`src/rcr_channel.sv`:
```
// Overview of operation
// Breaker+decoupling mode: trigger on breaker fall with decoupling
// Evaluate after breaker opens, flag shown throughout
// Conditions held, delay expired: release, flag drops
// Breaker+decoupling: release drops on close, decoupling, conditions
// Breaker-only mode: trigger on breaker falling edge
// Breaker-only: release drops on close or conditions
// Decoupling-only mode: trigger on any decoupling activation
// Decoupling-only: release held until decoupling or conditions
// Unassigned mode: trigger whenever release conditions fail
// Unassigned: release held until a condition fails
// Conditions from frequency plus measured and/or external voltage
// Frequency limits kept within 4 Hz of nominal
// Decoupling precedes breaker fall, may drop after trigger
// Two independent instances with own settings
// Blocked second instance delay at least one period
// Inactive when disabled, blocked, or transformer fault used
// Up to 6 decoupling inputs, ORed together
// Settle timer runs only while conditions hold, restarts
// External block input suppresses release
// Reset or block: idle, outputs low, timer cleared
// Evaluating flag and release never high together
package rcr_pkg;
    localparam int unsigned RCR_CLK_MHZ = 200;
    localparam int unsigned RCR_SETTLE_US = 1000;
    localparam logic [31:0] RCR_SETTLE_CYC = 32'(RCR_SETTLE_US * RCR_CLK_MHZ);
    localparam int unsigned RCR_NDEC = 6;
    // Byte offsets
    localparam logic [7:0] RCR_CTRL0_OFS = 8'h00;
    localparam logic [7:0] RCR_SETTLE0_OFS = 8'h04;
    localparam logic [7:0] RCR_CTRL1_OFS = 8'h08;
    localparam logic [7:0] RCR_SETTLE1_OFS = 8'h0c;
    localparam logic [7:0] RCR_STATUS_OFS = 8'h10;
    // Control fields
    localparam int unsigned RCR_EN_BIT = 0;
    localparam int unsigned RCR_BRK_BIT = 1;
    localparam int unsigned RCR_DEC_LSB = 2;
    localparam int unsigned RCR_VMEAS_BIT = 8;
    localparam int unsigned RCR_VEXT_BIT = 9;
    localparam int unsigned RCR_TF_BIT = 10;
    localparam int unsigned RCR_XBLK_BIT = 11;
    localparam logic [11:0] RCR_CTRL_RST = 12'h101;
    localparam logic [1:0] RCR_RESP_OKAY = 2'h0;
    localparam logic [1:0] RCR_RESP_SLVERR = 2'h2;
    typedef enum logic [1:0] {RCR_IDLE, RCR_EVAL, RCR_REL} rcr_state_t;
endpackage

`timescale 1ns/1ps
module rcr_channel (
    // Clock and reset
    input wire logic clk,
    input wire logic rst_n,
    // Configuration
    input wire logic [11:0] ctrl,
    input wire logic [31:0] settle,
    // Filtered inputs
    input wire logic brk_closed,
    input wire logic [rcr_pkg::RCR_NDEC-1:0] decoup,
    input wire logic volt_ok,
    input wire logic freq_ok,
    input wire logic ext_volt_ok,
    input wire logic tf_fault,
    input wire logic ext_block,
    input wire logic other_eval,
    // Results
    output logic eval,
    output logic release_o
);
    import rcr_pkg::*;

    rcr_state_t state;
    logic [31:0] cnt;
    logic brk_prev;
    logic dec_prev;
    logic brk_asg;
    logic dec_asg;
    logic dec_any;
    logic rel_ok;
    logic all_ok;
    logic blocked;
    logic brk_fall;
    logic trig;
    logic drop;

    // Assignment decode and condition terms
    assign brk_asg = ctrl[RCR_BRK_BIT];
    assign dec_asg = |ctrl[RCR_DEC_LSB +: RCR_NDEC];
    assign dec_any = |(decoup & ctrl[RCR_DEC_LSB +: RCR_NDEC]);
    assign rel_ok = freq_ok && (!ctrl[RCR_VMEAS_BIT] || volt_ok)
        && (!ctrl[RCR_VEXT_BIT] || ext_volt_ok);
    assign all_ok = rel_ok && !dec_any;
    assign blocked = !ctrl[RCR_EN_BIT] || ext_block || (ctrl[RCR_TF_BIT] && tf_fault)
        || (ctrl[RCR_XBLK_BIT] && other_eval);
    assign brk_fall = brk_prev && !brk_closed;

    // Trigger and release-drop per mode
    always_comb begin
        case ({brk_asg, dec_asg})
            2'b11: begin
                trig = brk_fall && dec_any;
                drop = brk_closed || dec_any || !rel_ok;
            end
            2'b10: begin
                trig = brk_fall;
                drop = brk_closed || !rel_ok;
            end
            2'b01: begin
                trig = dec_any && !dec_prev;
                drop = dec_any || !rel_ok;
            end
            default: begin
                trig = !rel_ok;
                drop = !rel_ok;
            end
        endcase
    end

    // Edge history
    always_ff @(posedge clk or negedge rst_n) begin
        if (!rst_n) begin
            brk_prev <= 1'b0;
            dec_prev <= 1'b0;
        end else begin
            brk_prev <= brk_closed;
            dec_prev <= dec_any;
        end
    end

    // Trigger/evaluate/release sequence
    always_ff @(posedge clk or negedge rst_n) begin
        if (!rst_n) begin
            state <= RCR_IDLE;
        end else if (blocked) begin
            state <= RCR_IDLE;
        end else begin
            case (state)
                RCR_IDLE: begin
                    if (trig) begin
                        state <= RCR_EVAL;
                    end
                end
                RCR_EVAL: begin
                    if (brk_asg && brk_closed) begin
                        state <= RCR_IDLE;
                    end else if (all_ok && cnt >= settle) begin
                        state <= RCR_REL;
                    end
                end
                RCR_REL: begin
                    if (drop) begin
                        state <= trig ? RCR_EVAL : RCR_IDLE;
                    end
                end
                default: state <= RCR_IDLE;
            endcase
        end
    end

    // Settle timer
    always_ff @(posedge clk or negedge rst_n) begin
        if (!rst_n) begin
            cnt <= 32'h0000_0000;
        end else if (blocked || state != RCR_EVAL || !all_ok) begin
            cnt <= 32'h0000_0000;
        end else if (cnt < settle) begin
            cnt <= cnt + 32'h0000_0001;
        end
    end

    // Outputs straight from the state register
    assign eval = (state == RCR_EVAL);
    assign release_o = (state == RCR_REL);
endmodule // rcr_channel

```
`src/rcr_top.sv`:
```
`timescale 1ns/1ps
module rcr_top #(
    parameter logic [31:0] SETTLE_RESET = rcr_pkg::RCR_SETTLE_CYC
) (
    // Clock and reset
    input wire logic MCLK,
    input wire logic RSTN,
    // AXI4-Lite write address
    input wire logic [7:0] S_AXI_AWADDR,
    input wire logic S_AXI_AWVALID,
    output logic S_AXI_AWREADY,
    // AXI4-Lite write data
    input wire logic [31:0] S_AXI_WDATA,
    input wire logic [3:0] S_AXI_WSTRB,
    input wire logic S_AXI_WVALID,
    output logic S_AXI_WREADY,
    // AXI4-Lite write response
    output logic [1:0] S_AXI_BRESP,
    output logic S_AXI_BVALID,
    input wire logic S_AXI_BREADY,
    // AXI4-Lite read address
    input wire logic [7:0] S_AXI_ARADDR,
    input wire logic S_AXI_ARVALID,
    output logic S_AXI_ARREADY,
    // AXI4-Lite read data
    output logic [31:0] S_AXI_RDATA,
    output logic [1:0] S_AXI_RRESP,
    output logic S_AXI_RVALID,
    input wire logic S_AXI_RREADY,
    // Mains and breaker pins, one bit or one decoupling group per instance; transformer fault shared by both
    input wire logic [1:0] BRK_CLOSED_IN,
    input wire logic [rcr_pkg::RCR_NDEC-1:0] DECOUP0_IN,
    input wire logic [rcr_pkg::RCR_NDEC-1:0] DECOUP1_IN,
    input wire logic [1:0] VOLT_OK_IN,
    input wire logic [1:0] FREQ_OK_IN,
    input wire logic [1:0] EXTERNAL_VOLTAGE_OK_IN,
    input wire logic TRANSFORMER_FAULT_IN,
    input wire logic [1:0] EXTERNAL_BLOCK_IN,
    // Results
    output logic [1:0] EVAL_OUT,
    output logic [1:0] RELEASE_OUT
);
    import rcr_pkg::*;

    localparam int unsigned NPIN = 23;

    logic [NPIN-1:0] pin_raw;
    logic [NPIN-1:0] sync1;
    logic [NPIN-1:0] sync2;
    logic [NPIN-1:0] sync3;
    logic [NPIN-1:0] pin_f;
    logic [NPIN-1:0] next_pin_f;
    logic [11:0] ctrl [2];
    logic [31:0] settle [2];
    logic [7:0] aw_addr;
    logic aw_got;
    logic [31:0] w_data;
    logic [3:0] w_strb;
    logic w_got;
    logic do_write;
    logic [1:0] eval;
    logic [1:0] rel;

    // Register index of an aligned offset; 3'h7 marks unmapped
    function automatic logic [2:0] reg_sel(input logic [7:0] a);
        case (a)
            RCR_CTRL0_OFS: reg_sel = 3'h0;
            RCR_SETTLE0_OFS: reg_sel = 3'h1;
            RCR_CTRL1_OFS: reg_sel = 3'h2;
            RCR_SETTLE1_OFS: reg_sel = 3'h3;
            RCR_STATUS_OFS: reg_sel = 3'h4;
            default: reg_sel = 3'h7;
        endcase
    endfunction

    // Byte-lane merge of a write into an old value
    function automatic logic [31:0] merge(input logic [31:0] old, input logic [31:0] d,
        input logic [3:0] s);
        for (int i = 0; i < 4; i++) begin
            merge[i*8 +: 8] = s[i] ? d[i*8 +: 8] : old[i*8 +: 8];
        end
    endfunction

    // Pin collection and three-stage synchroniser
    assign pin_raw = {EXTERNAL_BLOCK_IN, TRANSFORMER_FAULT_IN, EXTERNAL_VOLTAGE_OK_IN,
        FREQ_OK_IN, VOLT_OK_IN, DECOUP1_IN, DECOUP0_IN, BRK_CLOSED_IN};
    always_ff @(posedge MCLK or negedge RSTN) begin
        if (!RSTN) begin
            sync1 <= '0;
            sync2 <= '0;
            sync3 <= '0;
        end else begin
            sync1 <= pin_raw;
            sync2 <= sync1;
            sync3 <= sync2;
        end
    end

    // A pin change counts once the second and third stage agree
    assign next_pin_f = (sync2 & ~(sync2 ^ sync3)) | (pin_f & (sync2 ^ sync3));
    always_ff @(posedge MCLK or negedge RSTN) begin
        if (!RSTN) begin
            pin_f <= '0;
        end else begin
            pin_f <= next_pin_f;
        end
    end

    // Write address and data captured in either order
    assign S_AXI_AWREADY = !aw_got && !S_AXI_BVALID;
    assign S_AXI_WREADY = !w_got && !S_AXI_BVALID;
    assign do_write = aw_got && w_got && !S_AXI_BVALID;
    always_ff @(posedge MCLK or negedge RSTN) begin
        if (!RSTN) begin
            aw_got <= 1'b0;
            aw_addr <= 8'h00;
            w_got <= 1'b0;
            w_data <= 32'h0000_0000;
            w_strb <= 4'h0;
        end else begin
            if (S_AXI_AWVALID && S_AXI_AWREADY) begin
                aw_got <= 1'b1;
                aw_addr <= S_AXI_AWADDR;
            end else if (do_write) begin
                aw_got <= 1'b0;
            end
            if (S_AXI_WVALID && S_AXI_WREADY) begin
                w_got <= 1'b1;
                w_data <= S_AXI_WDATA;
                w_strb <= S_AXI_WSTRB;
            end else if (do_write) begin
                w_got <= 1'b0;
            end
        end
    end

    // Write response
    always_ff @(posedge MCLK or negedge RSTN) begin
        if (!RSTN) begin
            S_AXI_BVALID <= 1'b0;
            S_AXI_BRESP <= RCR_RESP_OKAY;
        end else if (do_write) begin
            S_AXI_BVALID <= 1'b1;
            S_AXI_BRESP <= (reg_sel(aw_addr) > 3'h3) ? RCR_RESP_SLVERR : RCR_RESP_OKAY;
        end else if (S_AXI_BREADY) begin
            S_AXI_BVALID <= 1'b0;
        end
    end

    // Configuration registers, one set per instance
    always_ff @(posedge MCLK or negedge RSTN) begin
        if (!RSTN) begin
            ctrl[0] <= RCR_CTRL_RST;
            ctrl[1] <= RCR_CTRL_RST;
            settle[0] <= SETTLE_RESET;
            settle[1] <= SETTLE_RESET;
        end else if (do_write) begin
            case (reg_sel(aw_addr))
                3'h0: ctrl[0] <= 12'(merge({20'h0, ctrl[0]}, w_data, w_strb));
                3'h1: settle[0] <= merge(settle[0], w_data, w_strb);
                3'h2: ctrl[1] <= 12'(merge({20'h0, ctrl[1]}, w_data, w_strb));
                3'h3: settle[1] <= merge(settle[1], w_data, w_strb);
                default: ;
            endcase
        end
    end

    // Read channel
    assign S_AXI_ARREADY = !S_AXI_RVALID;
    always_ff @(posedge MCLK or negedge RSTN) begin
        if (!RSTN) begin
            S_AXI_RVALID <= 1'b0;
            S_AXI_RDATA <= 32'h0000_0000;
            S_AXI_RRESP <= RCR_RESP_OKAY;
        end else if (S_AXI_ARVALID && S_AXI_ARREADY) begin
            S_AXI_RVALID <= 1'b1;
            S_AXI_RRESP <= RCR_RESP_OKAY;
            case (reg_sel(S_AXI_ARADDR))
                3'h0: S_AXI_RDATA <= {20'h0, ctrl[0]};
                3'h1: S_AXI_RDATA <= settle[0];
                3'h2: S_AXI_RDATA <= {20'h0, ctrl[1]};
                3'h3: S_AXI_RDATA <= settle[1];
                3'h4: S_AXI_RDATA <= {28'h0, rel, eval};
                default: begin
                    S_AXI_RDATA <= 32'h0000_0000;
                    S_AXI_RRESP <= RCR_RESP_SLVERR;
                end
            endcase
        end else if (S_AXI_RREADY) begin
            S_AXI_RVALID <= 1'b0;
        end
    end

    // Two independent reconnection instances; each may be blocked by the other
    rcr_channel u_ch0 (
        .clk(MCLK),
        .rst_n(RSTN),
        .ctrl(ctrl[0]),
        .settle(settle[0]),
        .brk_closed(pin_f[0]),
        .decoup(pin_f[7:2]),
        .volt_ok(pin_f[14]),
        .freq_ok(pin_f[16]),
        .ext_volt_ok(pin_f[18]),
        .tf_fault(pin_f[20]),
        .ext_block(pin_f[21]),
        .other_eval(eval[1]),
        .eval(eval[0]),
        .release_o(rel[0])
    );
    rcr_channel u_ch1 (
        .clk(MCLK),
        .rst_n(RSTN),
        .ctrl(ctrl[1]),
        .settle(settle[1]),
        .brk_closed(pin_f[1]),
        .decoup(pin_f[13:8]),
        .volt_ok(pin_f[15]),
        .freq_ok(pin_f[17]),
        .ext_volt_ok(pin_f[19]),
        .tf_fault(pin_f[20]),
        .ext_block(pin_f[22]),
        .other_eval(eval[0]),
        .eval(eval[1]),
        .release_o(rel[1])
    );

    assign EVAL_OUT = eval;
    assign RELEASE_OUT = rel;
endmodule // rcr_top

```
`config.mk`:
```
export PLATFORM = sky130hd
export DESIGN_NAME = rcr_top
export DESIGN_NICKNAME = d
export VERILOG_FILES = /design/src/rcr_channel.sv /design/src/rcr_top.sv
export SDC_FILE = /design/constraint.sdc
export NUM_CORES = 1
export LEC_CHECK = 0
export BUFFER_PORTS_ARGS = -buffer_cell sky130_fd_sc_hd__buf_2
export CAP_MARGIN = 0
export CORE_ASPECT_RATIO = 1.5
export CORE_UTILIZATION = 30
export CTS_CLUSTER_DIAMETER = 100
export CTS_CLUSTER_SIZE = 10
export DETAILED_ROUTE_END_ITERATION = 8
export GPL_ROUTABILITY_DRIVEN = 0
export GPL_TIMING_DRIVEN = 0
export HOLD_SLACK_MARGIN = 0.15
export PLACE_DENSITY_LB_ADDON = 0.3
export SLEW_MARGIN = 20
export SYNTH_ARGS = -nofsm -noshare
export SYNTH_HDL_FRONTEND = slang
export SYNTH_SLANG_ARGS = --single-unit
```
`constraint.sdc`:
```
create_clock -name MCLK -period 4.22 [get_ports MCLK]
set_input_delay 0.422 -clock MCLK [delete_from_list [all_inputs] [get_ports MCLK]]
set_output_delay 0.422 -clock MCLK [all_outputs]
set_load 0.005 [all_outputs]
```
==> flow_metrics.env <==
export IMPL_status="completed"
export IMPL_cts_sinks=334
export IMPL_slew_headroom_pct=42.5
export IMPL_drtIter0Drc=673
export IMPL_pwr_share_comb_pct=25.6
export IMPL_rows=100
export IMPL_synthCells=1420
export IMPL_cp_end_kind="flop"
export IMPL_worstPathCellList="inv_1 -> ha_1 -> nand4_1 -> nor4_1 -> nand2_1 -> a21oi_1 -> clkbuf_1 -> clkbuf_1 -> o31ai_1 -> a21oi_1"
export IMPL_ys_seq_area_share_pct=54.9
export IMPL_cp_arrival_ns=3.91
export IMPL_tightest_slew_ns=0.860
export IMPL_die_x_um=186
export IMPL_ff2ff_setup_slack_ns=0.76
export IMPL_crit_cells=10
export IMPL_cts_tree="yes"
export IMPL_worst_path_largest_cell_delay_ns=0.63
export IMPL_cp_top_family="buffers and inverters"
export IMPL_power_leakage_nw=7.95
export IMPL_critPathBufInv=3
export IMPL_cp_endpoint="u_ch1.cnt[11]"
export IMPL_ir_drop_uv=360
export IMPL_firstDrtPassIters=7
export IMPL_r2r_end="u_ch1.cnt[11]"
export IMPL_dpl_cell_area_sq_um=16800
export IMPL_worstSetupStartpointType="flop"
export IMPL_hold_viol_final=0
export IMPL_grt_max_degree=96
export IMPL_synth_area_leaders="dfrtp_1 52%, ha_1 6.1%, mux2_2 5.2%, o21ai_0 4.3%, nand2_1 4.1%"
export IMPL_r2r_start="settle[27]"
export IMPL_placeableCoreArea_sq_um=49900
export IMPL_startpoint="settle[27]"
export IMPL_slew_viol_final=0
export IMPL_numCtsBuffers=39
export IMPL_p_seq_share_pct=42.2
export IMPL_dieHeight_um=278
export IMPL_viasPerCell=4.91
export IMPL_rsz0062_at_grt="false"
export IMPL_wl_met2_mm=21.1
export IMPL_critPathSlowestCell="a21oi_1"
export IMPL_setup_viol=0
export IMPL_yosysTopAreaCellShare_pct=52.1
export IMPL_period_needed_ns=3.46
export IMPL_grt_use_total_pct=16.6
export IMPL_reg2regPathDepth=10
export IMPL_clkLatencyLatePin_ns=0.55
export IMPL_power_switching_mw=3.40
export IMPL_power_mw=9.65
export IMPL_grt_overflow_total=0
export IMPL_num_antenna_cells=0
export IMPL_whs_ns=0.188
export IMPL_yosys_area_top_type="dfrtp_1"
export IMPL_wl_mm=41.8
export IMPL_route_antenna_remaining_nets=0
export IMPL_io_pins=127
export IMPL_worstSetupPathType="reg -> reg"
export IMPL_io_buffers=122
export IMPL_netlist_area_sq_um=15300
export IMPL_wl_per_cell_um=17.8
export IMPL_dr_max_layer_used="met4"
export IMPL_dp_hpwl_mm=30.9
export IMPL_max_freq_ghz=0.289
export IMPL_min_path_type="in -> reg"
export IMPL_synth_most_common_cell="dfrtp_1"
export IMPL_yosys_most_used_dff="dfrtp_1"
export IMPL_yosysWarnings=0
export IMPL_yosysUniqueCellTypes=59
export IMPL_cts_root_buf="clkbuf_16"
export IMPL_clockPowerShare_pct=32.2
export IMPL_drc_errors=0
export IMPL_syn_to_final_growth_pct=22.0
export IMPL_max_cap_violations=0
export IMPL_p_per_area_nw_per_um2=518
export IMPL_synth_avg_cell_area_sq_um=10.8
export IMPL_dieArea_sq_um=51800
export IMPL_period_share_pct=81.9
export IMPL_start_util_pct=30.6
export IMPL_wl_met3_mm=1.47
export IMPL_fin_nets=1812
export IMPL_grt_pass1_vias=11900
export IMPL_dr_total_vias=11500
export IMPL_cts_clk_slew_worst_paths_ns=0.06
export IMPL_async_flop_share_pct=100
export IMPL_antenna_found_initial=0
export IMPL_clockBufferDepth=3
export IMPL_grt_pass1_wl_mm=66.4
export IMPL_critPathMaxFanout=10
export IMPL_synth_common_cells="318 x dfrtp_1, 165 x nand2_1, 132 x o21ai_0"
export IMPL_met1_length_mm=18.1
export IMPL_layout_drive_gt1_share_pct=16.2
export IMPL_required_ns=4.67
export IMPL_synth_edf_count=0
export IMPL_design_area_sq_um=18600
export IMPL_switching_share_pct=35.2
export IMPL_ys_ff_latch=334
export IMPL_finClkSkew_ns=0.0293
export IMPL_htreeDepth=2
export IMPL_intPower_mw=6.25
-- kinds of logic (layout without fill, tap and decap cells) --
| logic type | after synthesis | after routing | synth area share, % |
|---|---|---|---|
| simple gates | 421 | 421 | 13.9 |
| compound gates | 287 | 287 | 10.9 |
| mux | 107 | 107 | 7.59 |
| other cells | 1 | 2 | 0.0246 |
| flops | 334 | 334 | 54.9 |
| xor+xnor | 22 | 22 | 1.26 |
| fa+ha+maj | 97 | 97 | 7.57 |
| buf+inv | 151 | 416 | 3.88 |
-- layer usage --
layer | global-route usage, % | vias up
met2 | 29.2 | 251
met1 | 20.5 | 5688
met3 | 2.26 | 71
met5 | 0 | -
met4 | 5.65 | 0
li1 | - | 5522
-- through the flow --
stage / cells / utilization, % / TNS (ns) / setup slack [ns]
after floorplan: 1421 / - / 0 / 1.27
after global placement: 2206 / 33.5 / -1198.86 / -3.73
after detailed placement: 2209 / 33.7 / 0 / 0.782
after CTS: 2349 / 37.3 / 0 / 0.747
after global routing: 2349 / 37.3 / 0 / 0.517
final: 2349 / 37.3 / 0 / 0.763
-- power groups by stage --
stage / clock network [mW] / registers, mW / logic, mW
after global placement: 0 / 4.12 / 2.35
after global routing: 3.32 / 4.13 / 2.73
after floorplan: 0 / 3.91 / 1.62
final: 3.11 / 4.08 / 2.47
after CTS: 3.18 / 4.08 / 2.49
after detailed placement: 0 / 4.13 / 2.43
-- how the worst min path moves through the flow --
stage,end,slack (ns),start,cells past startpoint
global placement,sync2[10],0.33,sync1[10],0
finish,w_got,0.19,S_AXI_WVALID,3
floorplan,S_AXI_BRESP[1],0.13,RSTN,0
global route,w_data[12],0.19,S_AXI_WDATA[12],2
CTS,w_got,0.18,S_AXI_WVALID,3
detailed placement,sync2[12],0.33,sync1[12],0
-- what timing repair did --
action,4_1_cts,5_1_grt
endpoints found under the hold margin,123,0
hold buffers,69,0
resized for setup,0,0
buffers inserted,0,0
-- worst reg2reg max path, cell delays in order, from the launching register on --
cell,delay (ns)
dfrtp_1,0.39
inv_1,0.08
ha_1,0.30
nand4_1,0.14
nor4_1,0.43
nand2_1,0.19
a21oi_1,0.63
clkbuf_1,0.42
clkbuf_1,0.48
o31ai_1,0.16
a21oi_1,0.14
-- layout by cell type (no fill, tap or decap), types with 32 or more instances in the layout --
cell type	count
dfrtp_1	318
nand2_1	165
o21ai_0	132
buf_2	124
inv_1	88
clkbuf_1	79
ha_1	74
a21oi_1	71
mux2_2	70
dlygate4sd3_1	69
nor2_1	59
clkbuf_16	40
nand3_1	38
mux2i_1	37
or4_1	32
-- registers in the layout (all words and copies together) (netlist names), 2 cells and up, named ones only --
| name | cells |
|---|---|
| sync2 | 23 |
| ctrl | 24 |
| u_ch0.state | 2 |
| settle | 64 |
| sync3 | 23 |
| w_data | 32 |
| S_AXI_RDATA | 32 |
| aw_addr | 8 |
| u_ch1.state | 2 |
| sync1 | 23 |
| u_ch1.cnt | 32 |
| u_ch0.cnt | 32 |
| w_strb | 4 |
-- area by class of cell --
type,instances,area (sq um)
tap,663,830
clock buffer,67,1100
sequential,334,8380
fill,4927,31300
buffer,63,263
inverter,88,330
timing repair buffer,194,1390
clock inverter,4,35.0
multi-input combinational,936,6300
Note: power is estimated with default switching activity, not from simulation.
